==> config.mk <==
export PLATFORM = sky130hd
export DESIGN_NAME = global_test_dither_control
export DESIGN_NICKNAME = d
export VERILOG_FILES = /design/src/hw/test_dither_pkg.sv /design/src/hw/global_test_dither_control.sv /design/src/hw/pn_sequence_gen.sv
export SDC_FILE = /design/constraint.sdc
export NUM_CORES = 1
export LEC_CHECK = 0
export ABC_CLOCK_PERIOD_IN_PS = 4640
export BUFFER_PORTS_ARGS = -buffer_cell sky130_fd_sc_hd__buf_2
export CAP_MARGIN = 20
export CORE_ASPECT_RATIO = 1.25
export CORE_MARGIN = 4
export CORE_UTILIZATION = 45
export DETAILED_ROUTE_END_ITERATION = 10
export PLACE_DENSITY = 0.71
export SYNTH_ARGS = -nofsm -noshare
export SYNTH_HDL_FRONTEND = slang
export SYNTH_SLANG_ARGS = --single-unit
==> constraint.sdc <==
create_clock -name SYS_CLK -period 4.64 [get_ports SYS_CLK]
set_clock_uncertainty 0.15 [all_clocks]
set_input_delay 0.232 -clock SYS_CLK [delete_from_list [all_inputs] [get_ports SYS_CLK]]
set_output_delay 0.232 -clock SYS_CLK [all_outputs]
set_load 0.05 [all_outputs]
==> src/hw/test_dither_pkg.sv <==
// Constants for the global test and dither control block
package test_dither_pkg;

	// ==========================================
	// Register address and reset value
	localparam logic [15:0] TEST_CONTROL_ADDR  = 16'hf800;
	localparam logic [31:0] TEST_CONTROL_RESET = 32'h0000_0000;

	// ==========================================
	// Field positions in the test control word
	localparam int PIN_INTR_BIT       = 31;
	localparam int PIN_SYNC_OUT_BIT   = 30;
	localparam int PIN_SERIAL_CLOCK_PIN_BIT     = 29;
	localparam int PIN_CHAN_SYNC_HI   = 28;
	localparam int PIN_CHAN_SYNC_LO   = 25;
	localparam int PIN_FIRST_SD_HI    = 24;
	localparam int PIN_FIRST_SD_LO    = 21;
	localparam int PIN_OVERRIDE_BIT   = 16;
	localparam int RAM_TEST_BIT       = 15;
	localparam int SINE_ROUTE_HI      = 7;
	localparam int I_OFFSET_BIT       = 3;
	localparam int PN23_ENABLE_BIT    = 2;
	localparam int PN15_ENABLE_BIT    = 1;
	localparam int SELF_TEST_BIT      = 0;

	// ==========================================
	// Pseudo-noise generator shapes
	localparam int PN23_WIDTH = 23;
	localparam int PN23_TAP   = 18;
	localparam int PN15_WIDTH = 15;
	localparam int PN15_TAP   = 14;
	localparam int PN23_I_TAP = 10;
	localparam logic [22:0] PN23_SEED = 23'h000001;
	localparam logic [14:0] PN15_SEED = 15'h0001;

endpackage

==> src/hw/global_test_dither_control.sv <==
// Global test control register with pin override, sine routing and dither
`timescale 1ns/1ps
`default_nettype none

// Operation
// - Bit 16 drives pins from bits 31:21, the serial clock pin only on a divided clock
// - Bits 31..21 map to interrupt, sync, clock, data
// - Bit 15 opens data RAM test access
// - Bits 7:4 route sine MSB to second pin
// - Dither from 23-bit and/or 15-bit sequence
// - Bit 2 and bit 1 enable generators
// - Generator outputs XORed, each independently disabled
// - Bit 3 XORs I dither with bit 10 of the 23-bit generator state
// - Bit 0 enters internal self-test mode
module global_test_dither_control
	import test_dither_pkg::*;
(
	input  wire logic        SYS_CLK,
	input  wire logic        RST_B,
	input  wire logic        WRITE_STROBE,
	input  wire logic [15:0] GLOBAL_WRITE_ADDRESS,
	input  wire logic [31:0] WRITE_DATA,
	input  wire logic        INTERRUPT_IN,
	input  wire logic        SYNC_OUT_IN,
	input  wire logic        SERIAL_CLOCK_IN,
	input  wire logic        SERIAL_CLOCK_DIVIDED,
	input  wire logic [3:0]  CHANNEL_SYNC_IN,
	input  wire logic [3:0]  FIRST_SERIAL_DATA_IN,
	input  wire logic [3:0]  SECOND_SERIAL_DATA_IN,
	input  wire logic [3:0]  OSCILLATOR_SINE_OUTPUT_MSB,
	output logic             INTERRUPT_PIN,
	output logic             SYNC_OUT_PIN,
	output logic             SERIAL_CLOCK_PIN,
	output logic             CHANNEL_A_SYNC_PIN,
	output logic             CHANNEL_B_SYNC_PIN,
	output logic             CHANNEL_C_SYNC_PIN,
	output logic             CHANNEL_D_SYNC_PIN,
	output logic             FIRST_SERIAL_DATA_A,
	output logic             FIRST_SERIAL_DATA_B,
	output logic             FIRST_SERIAL_DATA_C,
	output logic             FIRST_SERIAL_DATA_D,
	output logic [3:0]       SECOND_SERIAL_DATA,
	output logic             DATA_RAM_TEST_ENABLE,
	output logic             SELF_TEST_MODE,
	output logic             DITHER_I,
	output logic             DITHER_Q
);

	typedef struct packed {
		logic [31:0] ctrl;
		logic        intr;
		logic        sync_out;
		logic        serial_clock_pin;
		logic [3:0]  chan_sync;
		logic [3:0]  first_sd;
		logic [3:0]  second_sd;
		logic        dith_i;
		logic        dith_q;
	} ctl_s;

	ctl_s                  state_reg;
	ctl_s                  state_next;
	logic [PN23_WIDTH-1:0] pn23_state;
	logic [PN15_WIDTH-1:0] pn15_state;
	logic                  pn23_bit;
	logic                  pn15_bit;
	logic                  pn_comb;

	// Decoded control fields
	logic                  ctrl_write;
	logic                  ovr_en;
	logic                  serial_clock_pin_ovr_en;
	logic                  ovr_intr;
	logic                  ovr_sync_out;
	logic                  ovr_serial_clock_pin;
	logic [3:0]            ovr_chan_sync;
	logic [3:0]            ovr_first_sd;
	logic [3:0]            sine_sel;
	logic                  pn23_en;
	logic                  pn15_en;
	logic                  i_offset_en;
	logic                  i_offset_bit;

	// ==========================================
	// Control word fields
	// Accepted write: strobe at the control word address only
	assign ctrl_write = WRITE_STROBE && (GLOBAL_WRITE_ADDRESS == TEST_CONTROL_ADDR);

	// Override fields, all taken from the stored word
	assign ovr_en        = state_reg.ctrl[PIN_OVERRIDE_BIT];
	assign ovr_intr      = state_reg.ctrl[PIN_INTR_BIT];
	assign ovr_sync_out  = state_reg.ctrl[PIN_SYNC_OUT_BIT];
	assign ovr_serial_clock_pin    = state_reg.ctrl[PIN_SERIAL_CLOCK_PIN_BIT];
	assign ovr_chan_sync = state_reg.ctrl[PIN_CHAN_SYNC_HI:PIN_CHAN_SYNC_LO];
	assign ovr_first_sd  = state_reg.ctrl[PIN_FIRST_SD_HI:PIN_FIRST_SD_LO];

	// Serial clock pin obeys override only on a divided clock
	assign serial_clock_pin_ovr_en = ovr_en & SERIAL_CLOCK_DIVIDED;

	// Sine routing select, highest bit is channel 0
	for (genvar ch = 0; ch < 4; ch++) begin : g_sine_sel
		assign sine_sel[ch] = state_reg.ctrl[SINE_ROUTE_HI - ch];
	end

	// Dither controls, offset bit gated by bit 3 only
	assign pn23_en      = state_reg.ctrl[PN23_ENABLE_BIT];
	assign pn15_en      = state_reg.ctrl[PN15_ENABLE_BIT];
	assign i_offset_en  = state_reg.ctrl[I_OFFSET_BIT];
	assign i_offset_bit = i_offset_en & pn23_state[PN23_I_TAP];

	// ==========================================
	// Pseudo-noise generators
	pn_sequence_gen #(
		.WIDTH (PN23_WIDTH),
		.TAP   (PN23_TAP),
		.SEED  (PN23_SEED)
	) u_pn23 (
		.SYS_CLK (SYS_CLK),
		.RST_B   (RST_B),
		.ENABLE  (state_reg.ctrl[PN23_ENABLE_BIT]),
		.STATE   (pn23_state)
	);

	pn_sequence_gen #(
		.WIDTH (PN15_WIDTH),
		.TAP   (PN15_TAP),
		.SEED  (PN15_SEED)
	) u_pn15 (
		.SYS_CLK (SYS_CLK),
		.RST_B   (RST_B),
		.ENABLE  (state_reg.ctrl[PN15_ENABLE_BIT]),
		.STATE   (pn15_state)
	);

	// Disabled generators contribute zero, outputs XORed
	assign pn23_bit = pn23_en & pn23_state[PN23_WIDTH-1];
	assign pn15_bit = pn15_en & pn15_state[PN15_WIDTH-1];
	assign pn_comb  = pn23_bit ^ pn15_bit;

	// ==========================================
	// Next state: register write, pin muxes, dither
	always_comb begin
		state_next = state_reg;
		// Write-only control word, unused bits stored as written
		if (ctrl_write) begin
			state_next.ctrl = WRITE_DATA;
		end
		// Override pins from the stored word or pass normal sources
		if (ovr_en) begin
			state_next.intr      = ovr_intr;
			state_next.sync_out  = ovr_sync_out;
			state_next.chan_sync = ovr_chan_sync;
			state_next.first_sd  = ovr_first_sd;
		end else begin
			state_next.intr      = INTERRUPT_IN;
			state_next.sync_out  = SYNC_OUT_IN;
			state_next.chan_sync = CHANNEL_SYNC_IN;
			state_next.first_sd  = FIRST_SERIAL_DATA_IN;
		end
		// Serial clock follows override only with divided clock
		if (serial_clock_pin_ovr_en) begin
			state_next.serial_clock_pin = ovr_serial_clock_pin;
		end else begin
			state_next.serial_clock_pin = SERIAL_CLOCK_IN;
		end
		// Sine MSB replaces second serial output per channel
		for (int ch = 0; ch < 4; ch++) begin
			if (sine_sel[ch]) begin
				state_next.second_sd[ch] = OSCILLATOR_SINE_OUTPUT_MSB[ch];
			end else begin
				state_next.second_sd[ch] = SECOND_SERIAL_DATA_IN[ch];
			end
		end
		// Dither for Q, and I with optional decorrelation
		state_next.dith_q = pn_comb;
		state_next.dith_i = pn_comb ^ i_offset_bit;
	end

	// ==========================================
	// State register
	always_ff @(posedge SYS_CLK or negedge RST_B) begin
		if (!RST_B) begin
			state_reg.ctrl      <= TEST_CONTROL_RESET;
			state_reg.intr      <= 1'b0;
			state_reg.sync_out  <= 1'b0;
			state_reg.serial_clock_pin    <= 1'b0;
			state_reg.chan_sync <= 4'h0;
			state_reg.first_sd  <= 4'h0;
			state_reg.second_sd <= 4'h0;
			state_reg.dith_i    <= 1'b0;
			state_reg.dith_q    <= 1'b0;
		end else begin
			state_reg <= state_next;
		end
	end

	// ==========================================
	// Outputs
	// Shared pins, registered in both modes
	assign INTERRUPT_PIN        = state_reg.intr;
	assign SYNC_OUT_PIN         = state_reg.sync_out;
	assign SERIAL_CLOCK_PIN     = state_reg.serial_clock_pin;

	// Per-channel sync pins, A on the highest bit
	assign CHANNEL_A_SYNC_PIN   = state_reg.chan_sync[3];
	assign CHANNEL_B_SYNC_PIN   = state_reg.chan_sync[2];
	assign CHANNEL_C_SYNC_PIN   = state_reg.chan_sync[1];
	assign CHANNEL_D_SYNC_PIN   = state_reg.chan_sync[0];

	// First and second serial data pins
	assign FIRST_SERIAL_DATA_A  = state_reg.first_sd[3];
	assign FIRST_SERIAL_DATA_B  = state_reg.first_sd[2];
	assign FIRST_SERIAL_DATA_C  = state_reg.first_sd[1];
	assign FIRST_SERIAL_DATA_D  = state_reg.first_sd[0];
	assign SECOND_SERIAL_DATA   = state_reg.second_sd;

	// Test modes straight from the stored word, dither from its own registers
	assign DATA_RAM_TEST_ENABLE = state_reg.ctrl[RAM_TEST_BIT];
	assign SELF_TEST_MODE       = state_reg.ctrl[SELF_TEST_BIT];
	assign DITHER_I             = state_reg.dith_i;
	assign DITHER_Q             = state_reg.dith_q;

endmodule

`default_nettype wire

==> src/hw/pn_sequence_gen.sv <==
// Fibonacci maximal-length shift register for dither noise
`timescale 1ns/1ps
`default_nettype none

module pn_sequence_gen #(
	parameter int               WIDTH = 15,
	parameter int               TAP   = 14,
	parameter logic [WIDTH-1:0] SEED  = '1
) (
	input  wire logic             SYS_CLK,
	input  wire logic             RST_B,
	input  wire logic             ENABLE,
	output logic [WIDTH-1:0]      STATE
);

	typedef struct packed {
		logic [WIDTH-1:0] sr;
	} pn_s;

	pn_s state_reg;
	pn_s state_next;

	// ==========================================
	// One step per clock while enabled, hold otherwise
	always_comb begin
		state_next = state_reg;
		if (ENABLE) begin
			state_next.sr = {state_reg.sr[WIDTH-2:0], state_reg.sr[WIDTH-1] ^ state_reg.sr[TAP-1]};
		end
	end

	// State register
	always_ff @(posedge SYS_CLK or negedge RST_B) begin
		if (!RST_B) begin
			state_reg.sr <= SEED;
		end else begin
			state_reg <= state_next;
		end
	end

	assign STATE = state_reg.sr;

endmodule

`default_nettype wire

* After elaboration in Yosys (flattened, before gate mapping)
Index checks and enable logic that the tools add are counted.
Cells by class: mux-type cells 7, reductions and logical operators 1, eq/ne operators 1, bitwise operators 8
Operators by type and width (count):
- $eq 16x16->1 const B | 1
- $mux 8 | 1
- $mux 1 | 5
- $and 1x1->1 | 4
- $xor 1x1->1 | 4
- $mux 2 | 1
- $logic_and 1x1->1 | 1
Storage, ports and cells: register bits 87, bits of input ports 71, logic and storage cells 28

* Logic depth before layout (Yosys ltp)
Gate-level depths: netlist of the first run.
word-level depth 3, depth in mapped cells 5, gate-level depth less buffers 4

* By module
A second synthesis of the first run with hierarchy kept.
Second synthesis, totals: cells, all modules 176, area, all modules 3118.0 um^2
Modules (own cells, without submodules):
- global_test_dither_control | cells each 91, area an instance 1544.0 um^2, sequential area each 950.9 um^2, instances 1
- pn_sequence_gen at u_pn23 | cells each 51, area an instance 960.9 um^2, sequential area each 576.8 um^2, instances 1
- pn_sequence_gen at u_pn15 | cells each 34, area an instance 613.1 um^2, sequential area each 376.6 um^2, instances 1

* Least setup slack after synthesis of the first run
OpenSTA, ideal clock, no wires.
path type input to register, start input GLOBAL_WRITE_ADDRESS[3], end register state_reg (netlist bit SELF_TEST_MODE), required time 4.365 ns, buffers on the path 1, arrival time 1.329 ns, library setup time 0.125 ns, stages on the path 5, slack 3.036 ns, cell sequence nor4_1 > nand2_1 > nor3_2 > buf_6 > mux2_4
Between the ends: longest elaborated chain between the ends 2
RTL lines:
- start, declared | line global_test_dither_control.sv:21 | input wire logic [15:0] GLOBAL_WRITE_ADDRESS,
- $eq 16x16->1 | line global_test_dither_control.sv:87 | assign ctrl_write = WRITE_STROBE && (GLOBAL_WRITE_ADDRESS == TEST_CONTROL_ADDR);
- $logic_and 1x1->1 | line global_test_dither_control.sv:87
- end signal, assigned | line global_test_dither_control.sv:193 | state_reg <= state_next;
- end, declared | line global_test_dither_control.sv:61 | ctl_s state_reg;
Every way passes these cells. A chain may end at the register's enable or synchronous reset.

* Final worst setup path of the first run
start input GLOBAL_WRITE_ADDRESS[3], end register state_reg (netlist bit DATA_RAM_TEST_ENABLE)
The elaborated chain is that of the path after synthesis.

==> results of run 1 <==
layer usage:
metal | vias up | GRT usage [%]
li1 | 859 | -
met1 | 892 | 17.9
met2 | 76 | 26.8
met3 | 10 | 4.94
met4 | 0 | 6.76
met5 | - | 0
worst max-delay path, delay by kind of cell:
| family | cells | cell delay [ns] |
|---|---|---|
| buffers and inverters | 2 | 0.49 |
| multiplexers | 1 | 0.37 |
| AND/OR/NAND/NOR | 3 | 0.94 |
cell type report:
| class | instances | area, um2 |
|---|---|---|
| fillers | 478 | 2250 |
| flip-flops and latches | 76 | 1900 |
| multi-input cells | 92 | 1010 |
| repair buffers | 120 | 811 |
| clock buffers | 10 | 138 |
| well taps | 85 | 106 |
| clock inverters | 6 | 63.8 |
metrics by stage:
step / setup WS [ns] / area, um2
6_report: 2.67 / 4040
5_1_grt: 2.58 / 4040
4_1_cts: 2.65 / 4040
3_5_place_dp: 2.28 / 3420
3_3_place_gp: 2.34 / 3420
2_1_floorplan: 3.04 / 2960
flip-flops by register name, indices dropped and copies added, names as in the netlist, 4 cells and up:
name / flops
SECOND_SERIAL_DATA: 4
ovr_chan_sync: 4
ovr_first_sd: 4
sine_sel: 4
u_pn15.STATE: 15
u_pn23.STATE: 23
cells in the mapped netlist, drive strengths merged:
library cell / count
xor2: 1
nand3: 1
nor3: 1
nand4: 1
nor4: 1
a21oi: 2
nand2: 5
nor2: 4
xnor2: 3
buf: 5
dfrtp: 74
clkbuf: 3
mux2: 72
dfstp: 2
nor4b: 1
worst paths after layout:
kind	depth (start not counted)	end
max in group asynchronous	2	u_pn23.STATE[1]
hold reg to reg	1	u_pn15.STATE[12]
setup / recovery	6	DATA_RAM_TEST_ENABLE
min in group asynchronous	2	sine_sel[3]
hold / removal	3	SERIAL_CLOCK_PIN
setup reg to reg	3	DITHER_I
logic make-up (layout without fill, tap and decap cells):
kind of cell           after synthesis  count (layout)  share of synthesized area [%]
AND/OR/NAND/NOR                     14              14                           2.58
buffers and inverters                8             136                           1.65
flip-flops                          76              76                           64.3
AO/OA/AOI/OAI                        2               2                          0.338
XOR/XNOR                             4               4                           1.18
multiplexers                        72              72                           29.9
power by group:
group          internal, mW  leakage, nW  switching [mW]  total, mW
Clock                 0.262       0.0983           0.234      0.496
Combinational        0.0506        0.899          0.0548      0.105
Sequential            0.669         1.02         0.00179      0.671
==> metrics.csv, run 1 <==
stage;metric;value;unit
clock_tree;cts_sinks;76;
sta;slew_headroom;38.5;%
global_route;grt_pass1_vias;2097;
logic_synthesis;netlist.area_leader.share;62.6;%
layout;final_cell_mix;buf_2, dfrtp_1, mux2_2;
sta;min_period_over_period;42.6;%
clock_tree;clockBufferDepth;2;
sta;tns;0;ns
setup_path;crit_type;input pin to flip-flop;
routing;drt.antenna.violating_nets;0;
min_path;hp-start;SERIAL_CLOCK_DIVIDED;
global_route;overflow;0;
place;place_inst;332;
sta;finalHoldViolations;0;
power;power_density;315;nW/um2
setup_path;cp.arrival;2.05;ns
logic_synthesis;synth_area;2960;um2
floorplanning;start_util;47.1;%
layout;n_antenna_cell;0;
floorplanning;core_area;6290;um2
routing;top_layer_used;met4;
sta;slew_violations;0;
setup_path;cpPeakStageDelay;0.50;ns
routing;routedWlPerCell;14.6;um
global_route;grt.total_usage;15.7;%
min_path;hp-class;input pin to flip-flop;
logic_synthesis;ys_seq_elements;76;
routing;drtIter0Drc;72;
setup_path;worstPathCellList;buf_2 > nor4_1 > nand2_1 > nor3_4 > buf_4 > mux2_2;
routing;vias;1837;
clock_tree;hold_buffers;41;
job;drv_cap;0;
floorplanning;die_y;98.7;um
setup_path;crit_path_end_kind;flip-flop;
layout;layout.nets;370;
place;hpwl;3430;um
logic_synthesis;post_synth_num_cell_types;17;
routing;wl_met3;442;um
place;place.gp.congestion;0.659;
setup_path;path_max_fanout;15;
clock_tree;cts_resized;0;
setup_path;crit_slowest_cell;nor3_4;
clock_tree;numCtsBuffers;9;
logic_synthesis;synth_area_leaders;dfrtp_1, mux2_2, mux2_4;
power;ir_worst_vdd;0.000265;V
power;power.total;1.27;mW
logic_synthesis;ys_warn_count;0;
sta;fmax;506;MHz
floorplanning;die_w;80.5;um
run_status;status;finished, final reports clean;
layout;syn_to_final_growth;36.3;%
logic_synthesis;synth_area_leader_cell;dfrtp_1;
setup_path;cp-startpoint;GLOBAL_WRITE_ADDRESS[3];
routing;drc;0;
routing;met1_length;2310;um
routing;wl_met2;2810;um
sta;worstMarginPinSlew;0.922;ns
layout;fin_util;64.2;%
clock_tree;clk_pin_slew_worst_paths;0.07;ns
routing;finalWirelength;5660;um
sta;rsz0062_at_grt;false;
logic_synthesis;syn_inst;176;
clock_tree;postCtsSetupBuffers;0;
clock_tree;tritoncts;yes;
global_route;grt_max_degree;77;
setup_path;critPathLaunchType;input pin;
clock_tree;clockRootBuffer;clkbuf_8;
logic_synthesis;syn_avg_cell_area;16.8;um2
place;io_buffer_count;78;
sta;period_needed;1.97;ns
clock_tree;worstSkewPairLatency;0.34;ns
routing;firstDrtPassIters;2;
routing;avgViaCountPerCell;4.72;
clock_tree;cts_max_level;3;
layout;fin_cells;389;
logic_synthesis;seq_area_frac_synth;64.3;%
floorplanning;die-area;7950;um2
power;power.leakage;2.02;nW
layout;layout-drive-gt1-share;56.3;%
global_route;grt_pass1_wl;9520;um
global_route;antenna_found_initial;0;
floorplanning;io_pins;90;
logic_synthesis;syn-num-nets;247;
setup_path;critPathRequiredTime;4.72;ns
setup_path;r2r_slack;2.93;ns
layout;final_common_cell;buf_2;
floorplanning;rows;32;
sta;whs;0.0909;ns
setup_path;timing.rr.start;pn23_en;
sta;finalSetupViolCount;0;
(Power assumes the default switching activity.)
==> inputs of run 2 (changes only) <==
ABC_AREA = 1   (was not set)
ABC_CLOCK_PERIOD_IN_PS = 2000   (was 4640)
clock period = 2 ns   (was 4.64 ns; I/O delays follow)
==> run 2 against run 1 <==
- final area up 1.8%
- first-iteration DRC count is 14% higher
- sequential cell count stayed put
- core utilization shrank 1.6 points
- clock-buffer cell count unchanged
- critical endpoint is now SERIAL_CLOCK_PIN
- largest power group unchanged
- worst setup slack worse by 2.4 ns
- synthesized cell count rose by 65%
- worst hold slack got worse by 0.018 ns
- total power rose by 140%
- combinational power increased to 2.5 times the previous value
- critical path depth is 3 lower
==> metrics.csv, run 2 <==
stage;metric;value;unit
routing;finalWirelength;6540;um
routing;wl_met2;3330;um
global_route;overflow;0;
logic_synthesis;synth-edff-count;0;
sta;finalHoldViolations;0;
clock_tree;postCtsSetupBuffers;0;
layout;n_antenna_cell;0;
sta;min_period_over_period;88.5;%
setup_path;cp-startpoint;ovr_en;
power;ir_worst_vdd;0.000629;V
clock_tree;clockRootBuffer;clkbuf_8;
min_path;hp-class;input pin to flip-flop;
logic_synthesis;synth_area_leader_cell;dfrtp_1;
power;power.leakage;2.07;nW
power;power_density;737;nW/um2
global_route;grt_pass1_vias;2484;
logic_synthesis;netlist.area_leader.share;61.2;%
clock_tree;hold_buffers;42;
clock_tree;clockBufferDepth;2;
layout;layout.nets;483;
clock_tree;numCtsBuffers;9;
clock_tree;tritoncts;yes;
floorplanning;io_pins;90;
setup_path;path_max_fanout;13;
logic_synthesis;synth_area_leaders;dfrtp_1, nand2_1, mux2_2;
layout;multiInputGateArea;932;um2
layout;nFillCells;499;
sta;worstMarginPinSlew;0.550;ns
routing;wl_met3;319;um
sta;finalSetupViolCount;0;
setup_path;critPathLaunchType;flip-flop;
logic_synthesis;ys_warn_count;0;
setup_path;cp.arrival;1.90;ns
logic_synthesis;synth_area;3030;um2
floorplanning;rows;33;
place;hpwl;4070;um
job;drv_cap;0;
clock_tree;cts_max_level;3;
setup_path;crit_end;SERIAL_CLOCK_PIN;
setup_path;timing.rr.end;SERIAL_CLOCK_PIN;
place;place.gp.congestion;0.728;
logic_synthesis;synthArstFlopShare;100;%
logic_synthesis;syn_avg_cell_area;10.4;um2
sta;slew_violations;0;
sta;tns;0;ns
clock_tree;cts_resized;0;
layout;layout-drive-gt1-share;29.7;%
run_status;status;finished, final reports clean;
clock_tree;clk_pin_slew_worst_paths;0.08;ns
layout;largest_register_ffs;23;
layout;syn_to_final_growth;35.9;%
routing;top_layer_used;met4;
setup_path;crit_path_end_kind;flip-flop;
layout;seqCellArea;1900;um2
sta;whs;0.0730;ns
setup_path;crit_type;flip-flop to flip-flop;
clock_tree;cts_sinks;76;
layout;final_common_cell;buf_2;
setup_path;timing.rr.start;ovr_en;
floorplanning;die_y;99.7;um
layout;final_cell_mix;buf_2, dfrtp_1, nand2_1;
routing;avgViaCountPerCell;4.75;
setup_path;worst_r2r_path_depth;3;
floorplanning;die_w;81.3;um
global_route;grt.total_usage;18.2;%
routing;routedWlPerCell;13.0;um
global_route;antenna_found_initial;0;
routing;drtIter0Drc;82;
sta;period_needed;1.77;ns
logic_synthesis;syn-num-nets;361;
routing;drc;0;
logic_synthesis;ys.flop_type;dfrtp_1;
setup_path;r2r_slack;0.23;ns
sta;rsz0062_at_grt;false;
logic_synthesis;synthTopCellsByCount;dfrtp_1, nand2_1, nor2_1;
routing;drt.antenna.violating_nets;0;
place;dpl_cell_area;3480;um2
floorplanning;die-area;8110;um2
clock_tree;worstSkewPairLatency;0.34;ns
floorplanning;start_util;46.1;%
logic_synthesis;post_synth_num_cell_types;23;
sta;slew_headroom;63.3;%
floorplanning;core_area;6570;um2
routing;vias;2395;
sta;fmax;565;MHz
global_route;grt_max_degree;40;
routing;firstDrtPassIters;4;
logic_synthesis;syn_inst;290;
layout;fin_area;4110;um2
place;io_buffer_count;78;
logic_synthesis;ys_seq_elements;76;
logic_synthesis;synth_most_common_cell;dfrtp_1;
logic_synthesis;seq_area_frac_synth;62.9;%
setup_path;critPathRequiredTime;2.13;ns
routing;met1_length;2780;um
global_route;grt_pass1_wl;11400;um
-- run 2: cells by family after synthesis --
group,share of synthesized area [%]
AND/OR/NAND/NOR,17.8
buffers and inverters,6.24
flip-flops,62.9
XOR/XNOR,0.579
AO/OA/AOI/OAI,6.82
multiplexers,5.58
-- run 2: area by class of cell --
| cell class | instances | share of cell area, % |
|---|---|---|
| Clock inverter | 6 | 1.74 |
| Inverter | 22 | 2.01 |
| Sequential cell | 76 | 46.3 |
| Timing Repair Buffer | 128 | 21.2 |
| Clock buffer | 10 | 3.35 |
| Tap cell | 87 | 2.65 |
| Multi-Input combinational cell | 175 | 22.7 |
-- run 2: per-layer routing --
layer  vias to the layer above  GRT usage (%)
met5                         -              0
met4                         0           6.89
met3                         8           4.26
met2                        65           30.0
met1                      1132           23.1
li1                       1190              -
-- run 2: where the power goes --
group / switching [mW] / internal (mW)
clock network: 0.583 / 0.621
registers: 0.00663 / 1.55
logic: 0.140 / 0.126
-- run 2: worst min-delay path by stage --
stage / slack (ns) / to / cells after the start / startpoint
detailed placement: -0.04 / u_pn23.STATE[18] / 1 / RST_B
global placement: -0.05 / DITHER_I / 1 / RST_B
finish: 0.07 / ovr_first_sd[3] / 5 / GLOBAL_WRITE_ADDRESS[0]
global route: 0.08 / DATA_RAM_TEST_ENABLE / 5 / GLOBAL_WRITE_ADDRESS[0]
CTS: 0.05 / sine_sel[2] / 5 / GLOBAL_WRITE_ADDRESS[0]
floorplan: -0.35 / CHANNEL_A_SYNC_PIN / 0 / RST_B
-- run 2: worst max-delay path, stage by stage, from the launching register on --
cell and delay, ns:
dfrtp_1 0.69, a21oi_1 0.13, a31oi_1 0.16, dlygate4sd3_1 0.57
-- run 2: through the flow --
stage / utilization (%) / std cells / total power [mW] / setup slack, ns
6_report: 62.6 / 504 / 3.03 / 0.230
5_1_grt: 62.6 / 504 / 3.14 / 0.0941
4_1_cts: 62.6 / 504 / 3.05 / 0.273
3_5_place_dp: 53.0 / 446 / 1.79 / 0.445
3_3_place_gp: 53.0 / 446 / 1.79 / 0.483
2_1_floorplan: - / 290 / 1.68 / 0.801
